File: config.mk
export PLATFORM = sky130hd
export DESIGN_NAME = digital_io_routing_control
export DESIGN_NICKNAME = d
export VERILOG_FILES = /design/src/io_routing_pkg.sv /design/src/digital_io_routing_control.sv /design/src/io_source_select.sv
export VERILOG_INCLUDE_DIRS = /design/src
export SDC_FILE = /design/constraint.sdc
export NUM_CORES = 2
export LEC_CHECK = 0
export ABC_AREA = 0
export BUFFER_PORTS_ARGS = -buffer_cell sky130_fd_sc_hd__buf_2
export CAP_MARGIN = 20
export CORE_UTILIZATION = 30
export DETAILED_ROUTE_END_ITERATION = 6
export PLACE_DENSITY = 0.52
export SYNTH_ARGS = -nofsm -noshare
export SYNTH_HDL_FRONTEND = slang
export SYNTH_SLANG_ARGS = --single-unit
File: constraint.sdc
create_clock -name clk -period 10.6 [get_ports clk]
set_input_delay 1.06 -clock clk [delete_from_list [all_inputs] [get_ports clk]]
set_output_delay 1.06 -clock clk [all_outputs]
set_load 0.02 [all_outputs]
File: src/io_routing_params.svh
`ifndef IO_ROUTING_PARAMS_SVH
`define IO_ROUTING_PARAMS_SVH

// Object locations: 16-bit index and 8-bit subindex.
`define IO_IDX_IN_CFG       16'h3240
`define IO_IDX_IN_TABLE     16'h3242
`define IO_IDX_OUT_CFG      16'h3250
`define IO_IDX_DIN          16'h60FD
`define IO_IDX_DOUT         16'h60FE
`define IO_IDX_FAULT_REACT  16'h605E
`define IO_SUB_SFM          8'h01
`define IO_SUB_IN_ROUTE     8'h08
`define IO_SUB_OUT_UNUSED   8'h01
`define IO_SUB_OUT_INVERT   8'h02
`define IO_SUB_MAN_EN       8'h03
`define IO_SUB_MAN_VAL      8'h04
`define IO_SUB_APPLIED      8'h05
`define IO_SUB_OUT_ROUTE    8'h08
`define IO_SUB_LED          8'h09
`define IO_SUB_DIN          8'h00
`define IO_SUB_DOUT         8'h01
`define IO_SUB_FAULT_REACT  8'h00
`define IO_SUB_TABLE_FIRST  8'h01
`define IO_SUB_TABLE_LAST   8'h20

// Field positions and the routing enable value.
`define IO_ROUTE_ON_VALUE   32'h00000001
`define IO_INTERLOCK_BIT    3
`define IO_BRAKE_BIT        0
`define IO_LEVEL_BASE       16
`define IO_LED_GREEN_BIT    0
`define IO_LED_RED_BIT      1
`define IO_SRC_INVERT_BIT   7

// Source codes.
`define IO_SRC_PHYS_FIRST   7'h01
`define IO_SRC_PHYS_LAST    7'h10
`define IO_SRC_SENS_FIRST   7'h41
`define IO_SRC_SENS_LAST    7'h46
`define IO_SRC_SENS_SLOT    5'h10

// Reset values.
`define IO_RST_WORD         32'h00000000
`define IO_RST_REACT        16'h0000

// Timing.
`define IO_SAMPLE_TIME_NS   1000000
`define IO_CLK_PERIOD_NS    8
`define IO_LED_TOGGLE_MS    250

`endif

File: src/io_routing_pkg.sv
package io_routing_pkg;

  typedef enum logic [1:0] {
    ILK_RUN   = 2'b01,
    ILK_FAULT = 2'b10
  } ilk_state_type;

  typedef logic [7:0]  src_code_type;
  typedef logic [21:0] src_vec_type;

endpackage : io_routing_pkg

File: src/digital_io_routing_control.sv
`timescale 1ns/1ns
`include "io_routing_params.svh"

module digital_io_routing_control #(
  parameter int SAMPLE_CYCLES    = `IO_SAMPLE_TIME_NS / `IO_CLK_PERIOD_NS,
  parameter int LED_TOGGLE_TICKS = `IO_LED_TOGGLE_MS
) (
  input  wire logic        clk,
  input  wire logic        rst_n,
  input  wire logic        obj_wr,
  input  wire logic        obj_rd,
  input  wire logic [15:0] obj_index,
  input  wire logic [7:0]  obj_subindex,
  input  wire logic [31:0] obj_wdata,
  output logic [31:0]      obj_rdata_ff,
  output logic             obj_ack_ff,
  output logic             obj_err_ff,
  input  wire logic [15:0] phys_in,
  input  wire logic [2:0]  hall_in,
  input  wire logic [2:0]  enc_in,
  input  wire logic [31:0] routed_out,
  input  wire logic        fault_reset,
  output logic [15:0]      phys_out,
  output logic             brake_pin_o,
  output logic             brake_pin_oe,
  output logic             motion_permit_ff,
  output logic             fault_req_ff,
  output logic [15:0]      fault_reaction_ff,
  output logic             led_green_ff,
  output logic             led_red_ff
);

  localparam int CW = $clog2(SAMPLE_CYCLES + 1);
  localparam int LW = $clog2(LED_TOGGLE_TICKS + 1);

  // Pin synchronisers and millisecond filter.
  logic [21:0] sync1_ff, sync2_ff, samp_ff, filt_ff;
  logic [CW-1:0] tick_cnt_ff;
  logic          tick_ff;
  wire  logic    tick_end = (tick_cnt_ff == CW'(SAMPLE_CYCLES - 1));

  always_ff @(posedge clk) begin
    if (!rst_n) begin
      sync1_ff    <= '0;
      sync2_ff    <= '0;
      tick_cnt_ff <= '0;
      tick_ff     <= 1'b0;
    end else begin
      sync1_ff    <= {enc_in, hall_in, phys_in};
      sync2_ff    <= sync1_ff;
      tick_cnt_ff <= tick_end ? '0 : CW'(tick_cnt_ff + 1'b1);
      tick_ff     <= tick_end;
    end
  end

  // A level is taken only when two millisecond samples agree.
  wire logic [21:0] nxt_filt = tick_ff ? ((samp_ff & sync2_ff) | (filt_ff & (samp_ff ^ sync2_ff))) : filt_ff;

  always_ff @(posedge clk) begin
    if (!rst_n) begin
      samp_ff <= '0;
      filt_ff <= '0;
    end else begin
      samp_ff <= tick_ff ? sync2_ff : samp_ff;
      filt_ff <= nxt_filt;
    end
  end

  // Object decode.
  wire logic hit_sfm   = (obj_index == `IO_IDX_IN_CFG) && (obj_subindex == `IO_SUB_SFM);
  wire logic hit_inrt  = (obj_index == `IO_IDX_IN_CFG) && (obj_subindex == `IO_SUB_IN_ROUTE);
  wire logic hit_tbl   = (obj_index == `IO_IDX_IN_TABLE) && (obj_subindex >= `IO_SUB_TABLE_FIRST)
                         && (obj_subindex <= `IO_SUB_TABLE_LAST);
  wire logic hit_unus  = (obj_index == `IO_IDX_OUT_CFG) && (obj_subindex == `IO_SUB_OUT_UNUSED);
  wire logic hit_inv   = (obj_index == `IO_IDX_OUT_CFG) && (obj_subindex == `IO_SUB_OUT_INVERT);
  wire logic hit_men   = (obj_index == `IO_IDX_OUT_CFG) && (obj_subindex == `IO_SUB_MAN_EN);
  wire logic hit_mval  = (obj_index == `IO_IDX_OUT_CFG) && (obj_subindex == `IO_SUB_MAN_VAL);
  wire logic hit_appl  = (obj_index == `IO_IDX_OUT_CFG) && (obj_subindex == `IO_SUB_APPLIED);
  wire logic hit_ourt  = (obj_index == `IO_IDX_OUT_CFG) && (obj_subindex == `IO_SUB_OUT_ROUTE);
  wire logic hit_led   = (obj_index == `IO_IDX_OUT_CFG) && (obj_subindex == `IO_SUB_LED);
  wire logic hit_din   = (obj_index == `IO_IDX_DIN) && (obj_subindex == `IO_SUB_DIN);
  wire logic hit_dout  = (obj_index == `IO_IDX_DOUT) && (obj_subindex == `IO_SUB_DOUT);
  wire logic hit_react = (obj_index == `IO_IDX_FAULT_REACT) && (obj_subindex == `IO_SUB_FAULT_REACT);
  wire logic hit_ro    = hit_appl || hit_din;
  wire logic hit_any   = hit_sfm || hit_inrt || hit_tbl || hit_unus || hit_inv || hit_men || hit_mval
                         || hit_ourt || hit_led || hit_dout || hit_react || hit_ro;
  wire logic [4:0] tbl_sel = 5'(obj_subindex - `IO_SUB_TABLE_FIRST);
  wire logic wr_ok       = obj_wr && hit_any && !hit_ro;

  // Configuration objects.
  logic [31:0] sfm_ff, in_route_ff, inv_ff, man_en_ff, man_val_ff, out_route_ff, led_ctl_ff, dout_ff;
  logic [7:0]  table_ff [32];
  wire  logic  in_route_on  = (in_route_ff == `IO_ROUTE_ON_VALUE);
  wire  logic  out_route_on = (out_route_ff == `IO_ROUTE_ON_VALUE);
  wire  logic  route_load   = wr_ok && hit_inrt && (obj_wdata == `IO_ROUTE_ON_VALUE) && !in_route_on;

  always_ff @(posedge clk) begin
    if (!rst_n) begin
      sfm_ff            <= `IO_RST_WORD;
      in_route_ff       <= `IO_RST_WORD;
      inv_ff            <= `IO_RST_WORD;
      man_en_ff         <= `IO_RST_WORD;
      man_val_ff        <= `IO_RST_WORD;
      out_route_ff      <= `IO_RST_WORD;
      led_ctl_ff        <= `IO_RST_WORD;
      dout_ff           <= `IO_RST_WORD;
      fault_reaction_ff <= `IO_RST_REACT;
    end else if (wr_ok) begin
      if (hit_sfm) sfm_ff <= obj_wdata;
      if (hit_inrt) in_route_ff <= obj_wdata;
      if (hit_inv) inv_ff <= obj_wdata;
      if (hit_men) man_en_ff <= obj_wdata;
      if (hit_mval) man_val_ff <= obj_wdata;
      if (hit_ourt) out_route_ff <= obj_wdata;
      if (hit_led) led_ctl_ff <= obj_wdata;
      if (hit_dout) dout_ff <= obj_wdata;
      if (hit_react) fault_reaction_ff <= obj_wdata[15:0];
    end
  end

  // Table entries, reloaded with the fixed mapping each time routing is switched on.
  io_routing_pkg::src_vec_type srcs;
  logic [31:0]                 sel_bit;
  assign srcs = filt_ff;

  genvar g;
  generate
    for (g = 0; g < 32; g++) begin : gen_route
      localparam logic [7:0] DEF_CODE = 8'((g % 16) + 1);
      always_ff @(posedge clk) begin
        if (!rst_n) begin
          table_ff[g] <= DEF_CODE;
        end else if (route_load) begin
          table_ff[g] <= DEF_CODE;
        end else if (wr_ok && hit_tbl && (tbl_sel == 5'(g))) begin
          table_ff[g] <= obj_wdata[7:0];
        end
      end
      io_source_select u_sel (
        .code    (table_ff[g]),
        .sources (srcs),
        .level   (sel_bit[g])
      );
    end
  endgenerate

  // Digital input word: special functions low, plain levels high.
  logic [31:0] din_ff;
  wire  logic [31:0] fixed_din = {filt_ff[15:0], filt_ff[15:0]};
  wire  logic [31:0] nxt_din   = in_route_on ? sel_bit : fixed_din;

  always_ff @(posedge clk) begin
    if (!rst_n) din_ff <= `IO_RST_WORD;
    else din_ff <= nxt_din;
  end

  // Interlock.
  io_routing_pkg::ilk_state_type ilk_state_ff, nxt_ilk_state;
  wire logic ilk_trip = sfm_ff[`IO_INTERLOCK_BIT] && !din_ff[`IO_INTERLOCK_BIT];

  always_comb begin
    nxt_ilk_state = ilk_state_ff;
    case (ilk_state_ff)
      io_routing_pkg::ILK_RUN: begin
        if (ilk_trip) nxt_ilk_state = io_routing_pkg::ILK_FAULT;
      end
      io_routing_pkg::ILK_FAULT: begin
        if (fault_reset && !ilk_trip) nxt_ilk_state = io_routing_pkg::ILK_RUN;
      end
      default: nxt_ilk_state = io_routing_pkg::ILK_FAULT;
    endcase
  end

  wire logic in_error = (nxt_ilk_state == io_routing_pkg::ILK_FAULT);

  always_ff @(posedge clk) begin
    if (!rst_n) begin
      ilk_state_ff     <= io_routing_pkg::ILK_RUN;
      motion_permit_ff <= 1'b0;
      fault_req_ff     <= 1'b0;
    end else begin
      ilk_state_ff     <= nxt_ilk_state;
      motion_permit_ff <= !in_error;
      fault_req_ff     <= in_error && (ilk_state_ff == io_routing_pkg::ILK_RUN);
    end
  end

  // Output path: source, inversion, manual override.
  logic [31:0] applied_ff;
  logic        brake_oe_ff;
  wire  logic [31:0] cmd_src     = out_route_on ? routed_out : dout_ff;
  wire  logic [31:0] nxt_applied = (man_en_ff & man_val_ff) | (~man_en_ff & (cmd_src ^ inv_ff));

  always_ff @(posedge clk) begin
    if (!rst_n) begin
      applied_ff  <= `IO_RST_WORD;
      brake_oe_ff <= 1'b1;
    end else begin
      applied_ff  <= nxt_applied;
      brake_oe_ff <= !nxt_applied[`IO_BRAKE_BIT];
    end
  end

  // Open drain brake pin only ever pulls low.
  assign phys_out     = applied_ff[31:`IO_LEVEL_BASE];
  assign brake_pin_o  = 1'b0;
  assign brake_pin_oe = brake_oe_ff;

  // Status LED flashing off the millisecond tick.
  logic [LW-1:0] led_cnt_ff;
  logic          blink_ff;
  wire  logic    led_wrap = tick_ff && (led_cnt_ff == LW'(LED_TOGGLE_TICKS - 1));

  always_ff @(posedge clk) begin
    if (!rst_n) begin
      led_cnt_ff   <= '0;
      blink_ff     <= 1'b0;
      led_green_ff <= 1'b0;
      led_red_ff   <= 1'b0;
    end else begin
      led_cnt_ff   <= led_wrap ? '0 : (tick_ff ? LW'(led_cnt_ff + 1'b1) : led_cnt_ff);
      blink_ff     <= led_wrap ? !blink_ff : blink_ff;
      led_green_ff <= led_ctl_ff[`IO_LED_GREEN_BIT] && !in_error && blink_ff;
      led_red_ff   <= led_ctl_ff[`IO_LED_RED_BIT] && in_error && blink_ff;
    end
  end

  // Read mux.
  logic [31:0] rd_val;
  always_comb begin
    if (hit_sfm) rd_val = sfm_ff;
    else if (hit_inrt) rd_val = in_route_ff;
    else if (hit_tbl) rd_val = {24'h000000, table_ff[tbl_sel]};
    else if (hit_inv) rd_val = inv_ff;
    else if (hit_men) rd_val = man_en_ff;
    else if (hit_mval) rd_val = man_val_ff;
    else if (hit_appl) rd_val = applied_ff;
    else if (hit_ourt) rd_val = out_route_ff;
    else if (hit_led) rd_val = led_ctl_ff;
    else if (hit_din) rd_val = din_ff;
    else if (hit_dout) rd_val = dout_ff;
    else if (hit_react) rd_val = {16'h0000, fault_reaction_ff};
    else rd_val = 32'h00000000;
  end

  always_ff @(posedge clk) begin
    if (!rst_n) begin
      obj_rdata_ff <= `IO_RST_WORD;
      obj_ack_ff   <= 1'b0;
      obj_err_ff   <= 1'b0;
    end else begin
      obj_rdata_ff <= (obj_rd && !obj_wr) ? rd_val : obj_rdata_ff;
      obj_ack_ff   <= obj_wr || obj_rd;
      obj_err_ff   <= (obj_wr || obj_rd) && (!hit_any || (obj_wr && hit_ro));
    end
  end
endmodule : digital_io_routing_control

File: src/io_source_select.sv
`timescale 1ns/1ns
`include "io_routing_params.svh"

module io_source_select (
  input  wire logic [7:0]  code,
  input  wire logic [21:0] sources,
  output logic             level
);

  wire logic [6:0] base     = code[6:0];
  wire logic       is_phys  = (base >= `IO_SRC_PHYS_FIRST) && (base <= `IO_SRC_PHYS_LAST);
  wire logic       is_sens  = (base >= `IO_SRC_SENS_FIRST) && (base <= `IO_SRC_SENS_LAST);
  wire logic [4:0] phys_pos = 5'(base - `IO_SRC_PHYS_FIRST);
  wire logic [4:0] sens_pos = 5'(base - `IO_SRC_SENS_FIRST) + `IO_SRC_SENS_SLOT;
  // Unknown codes fall back to constant zero before the inversion bit acts.
  wire logic       raw      = is_phys ? sources[phys_pos] : (is_sens ? sources[sens_pos] : 1'b0);

  assign level = raw ^ code[`IO_SRC_INVERT_BIT];

endmodule : io_source_select

Word-level counts from Yosys, hierarchy flattened
Memory sizes are Yosys's and may differ from the RTL's.
Index checks and enable logic that the tools add are counted.
- bits in registers: 492
- bits in writable memories: 256
- output and inout bits: 72
- memories: 1
- memory list (name ; depth ; bits a word ; rd ports ; clocked after Yosys merged registers in ; wr ports ; line ; RTL):
    table_ff ; 32 ; 8 ; 33 ; 0 ; 32 ; digital_io_routing_control.sv:92 ; logic [7:0] table_ff [32];
- $add $sub $neg: 99
- magnitude comparators: 194
- eq/ne operators: 52
- multiplexer cells: 405
- bitwise gates (word level): 106
- reductions and logical operators: 163
- operator list (kind ; number):
    8-bit two-way mux ; 64
    32-bit two-way mux ; 13
    5-bit by 6-bit less-than comparator with 1-bit output (second input constant) ; 64
    5-bit by 1-bit subtractor with 5-bit output (second input constant) ; 65
    1-bit binary-select mux with 5-bit select ; 64
    1-bit two-way mux ; 260
    7-bit by 1-bit greater-or-equal comparator with 1-bit output (second input constant) ; 32
    7-bit greater-or-equal comparator (second input constant) ; 32
    7-bit by 5-bit <= comparator with 1-bit output (second input constant) ; 32
    7-bit <= comparator (second input constant) ; 32
    5-bit adder (second input constant) ; 32
    1-bit logical AND ; 127
    32-bit by 1-bit == test with 1-bit output (second input constant) ; 3
    5-bit == test (second input constant) ; 16
    32-bit AND ; 2
    1-bit OR ; 64
    16-bit by 14-bit == test with 1-bit output (second input constant) ; 3
    16-bit by 15-bit == test with 1-bit output (second input constant) ; 3
    22-bit AND ; 2
    5-bit by 4-bit == test with 1-bit output (second input constant) ; 8
    32-bit NOT ; 1
    32-bit OR ; 1
    1-bit bitwise XOR ; 32
    32-bit bitwise XOR ; 1
    other kinds (27) ; 66

Depth between registers and ports, before layout
- depth in word-level cells: 23
- depth in mapped cells: 16
- gate-level depth less buffers: 9

Modules after synthesis
Synthesis repeated with hierarchy kept, for this count alone.
- cells, all modules: 4970
- area, all modules: 46374.5 um^2
- modules (own cells, without submodules) (module ; instances ; cells each ; area each (um^2) ; seq. area each (um^2)):
    digital_io_routing_control ; 1 ; 3690 ; 34443.0 ; 17536.8
    io_source_select ; 32 ; 40 ; 372.9 ; 0.0

Worst setup path after synthesis
Ideal clock, no wire load.
- path kind: in2reg
- start point: input port obj_subindex[0]
- end point: memory table_ff[1][0], enable pin
- setup time: 374 ps
- arrival: 4725 ps
- data required time: 10226 ps
- path slack: 5501 ps
- stages on the path: 11
- path buffers: 6
- cells stage by stage: buf_2 buf_1 buf_2 inv_1 ha_1 xnor2_1 buf_2 buf_2 nand3_1 clkbuf_1 o21ai_1
- RTL lines (what ; line ; RTL):
    from (decl) ; digital_io_routing_control.sv:13 ; input wire logic [7:0] obj_subindex,
    to (decl) ; digital_io_routing_control.sv:92 ;

==> out/summary.txt <==
FILL cells = 15,690
hold buffer count at cts = 0
Setup CP Type = primary input to flop
CTS tree = yes
PD cells = 133.6 nW/um2
post-synthesis sequential area ratio = 0.3812
Most flops, register = table_ff
total CTS buffers = 81
worst-path fanout max = 73
site row count = 143
Wirelength per Cell = 28.76 um
Leak Pwr = 0.01698 uW
WHS = 0.4312 ns
Vias per Instance = 6.041
maximum clock rate = 176.8 MHz
antenna violations before repair = 14
Initial Util = 0.3025
CTS resizes = 0
worst slew pin tran = 1.109 ns
Post-synth EDFFs = 256
Die X = 393.6 um
first-pass GRT wire length = 275,700 um
Tmin final = 5.657 ns
crit start category = primary input
synthesized area per cell = 9.741 um2
Clock Skew = 0.03253 ns
IO Pins = 187
max-cap check violation count = 0
RSZ-0062 raised after global routing = no
Setup violations, final = 0
H-tree lvl count = 3
largest net degree at the start of global routing = 213
VDD IR max = 0.1224 mV
PortBufs = 185
area delta synth->final = 11.39%
top post-synthesis cells by area = dfxtp_1 21%, edfxtp_1 17%, mux4_2 12%, nand2_1 6.2%, a21boi_1 4.3%
outcome = completed
synthesized instance count = 4,723
share of layout cells above drive strength 1 = 0.1608
syn nets = 4,964
post-synthesis register bit count = 748
clock latency on the worst-skew pair = 0.69 ns
vias in the first global route = 37,810
final hold viol count = 0
max reg flops = 256
die area = 154,900 um2
Final period util = 0.5337
Pre-antenna DRT Iters = 6
CTS clk-pin slew, worst paths = 0.06 ns
Post-CTS Setup Bufs = 0
DRT antenna net count = 0
DRC violations left = 0
Hold WC Path Type = flop to flop
post-synth top area share = 0.2141
most common cell in the synthesized netlist = nand2_1
RD Place Congestion = 0.9545
grt ovf = 0
Layout Nets = 4,876
Synth area leader = dfxtp_1
root buffer cell = clkbuf_16
GRT Total Usage = 0.2409
Synth async-reset ratio = 0
Post-synth top cells = 766 x nand2_1, 492 x dfxtp_1, 369 x clkbuf_1
CP Capture Type = flop
Setup TNS = 0 ns
CP Data Required Time = 10.96 ns
overall die height = 393.6 um
Clock Sinks = 748
Worst Path Arrival = 6.02 ns
unique cell type count in the Yosys netlist = 86
CTS max path bufs = 3
Core Region = 152,100 um2
synthesized area = 46,010 um2
Top FF cell, synth = dfxtp_1
WL final = 193,600 um
final slew viol count = 0
vias = 40,670
Syn. warnings = 0
DR iter-0 viols = 5,470
DP Wirelength = 126,600 um
Worst slew margin = 0.2584
[placed cells by master (no fill, tap or decap), types with 137 or more instances in the layout]
cell type  instances
nand2_1          765
nor4_1           201
dfxtp_1          491
nor2_1           137
a21boi_1         264
edfxtp_1         256
o21ai_0          145
mux2i_1          167
buf_2            184
and2_1           146
mux4_2           249
[report_power, final]
group          internal, uW  switching [uW]  total (uW)
Combinational           271             472         743
Sequential             3030             115        3150
Clock                  1680            1280        2960
Total                  4980            1870        6850
[final cells by class]
type / count / area [um2] / area share
Clock buffer: 115 / 2298 / 0.04485
Sequential cell: 748 / 17540 / 0.3422
Clock inverter: 35 / 420.4 / 0.008204
Antenna cell: 1 / 2.502 / 0.00004883
Inverter: 125 / 469.2 / 0.009156
Multi-Input combinational cell: 3397 / 26300 / 0.5131
Tap cell: 2030 / 2540 / 0.04956
Timing Repair Buffer: 282 / 1680 / 0.03279
[final timing paths]
check | from | slack, ns | end | depth (start not counted)
setup / recovery | obj_subindex[0] | 4.94 | table_ff[1][5] | 9
hold / removal | sync1_ff[5] | 0.43 | sync2_ff[5] | 1
setup reg to reg | in_route_ff[3] | 6.02 | table_ff[14][7] | 9
hold reg to reg | sync1_ff[5] | 0.43 | sync2_ff[5] | 1
[per-stage QoR]
stage,worst slack [ns],std cells,util,power (uW),cell area (um2)
after floorplan,5.501,4723,-,3625,46010
after global placement,4.516,6580,0.3190,3924,48510
after detailed placement,4.454,6580,0.3190,3928,48510
after CTS,5.158,6730,0.3368,6864,51230
after global routing,4.721,6732,0.3369,7018,51240
final,4.943,6733,0.3370,6848,51250
[worst max-delay path: stages]
cell	delay, ns
buf_4	0.50
ha_1	0.25
buf_4	0.26
nand3b_1	0.76
o32ai_1	0.95
nor2_1	0.45
nand2_4	0.71
buf_4	0.81
nor4_1	0.14
[layer usage]
| layer | vias to the layer above | routed length, um | GRT usage |
|---|---|---|---|
| met5 | - | 13 | 0.0009236 |
| met4 | 2 | 11230 | 0.1296 |
| met3 | 508 | 20860 | 0.05043 |
| met2 | 2540 | 84350 | 0.3648 |
| met1 | 20180 | 77160 | 0.3207 |
| li1 | 17440 | - | - |
[cells by family after synthesis]
kind of cell / after synthesis / share of synthesized area
compound gates: 936 / 0.1489
xor+xnor: 154 / 0.02932
fa+ha+maj: 126 / 0.03427
buf+inv: 578 / 0.05045
flops: 748 / 0.3812
mux: 446 / 0.1656
other cells: 1 / 0.00008151
simple gates: 1734 / 0.1902
Power figures use the tool's default switching activity.
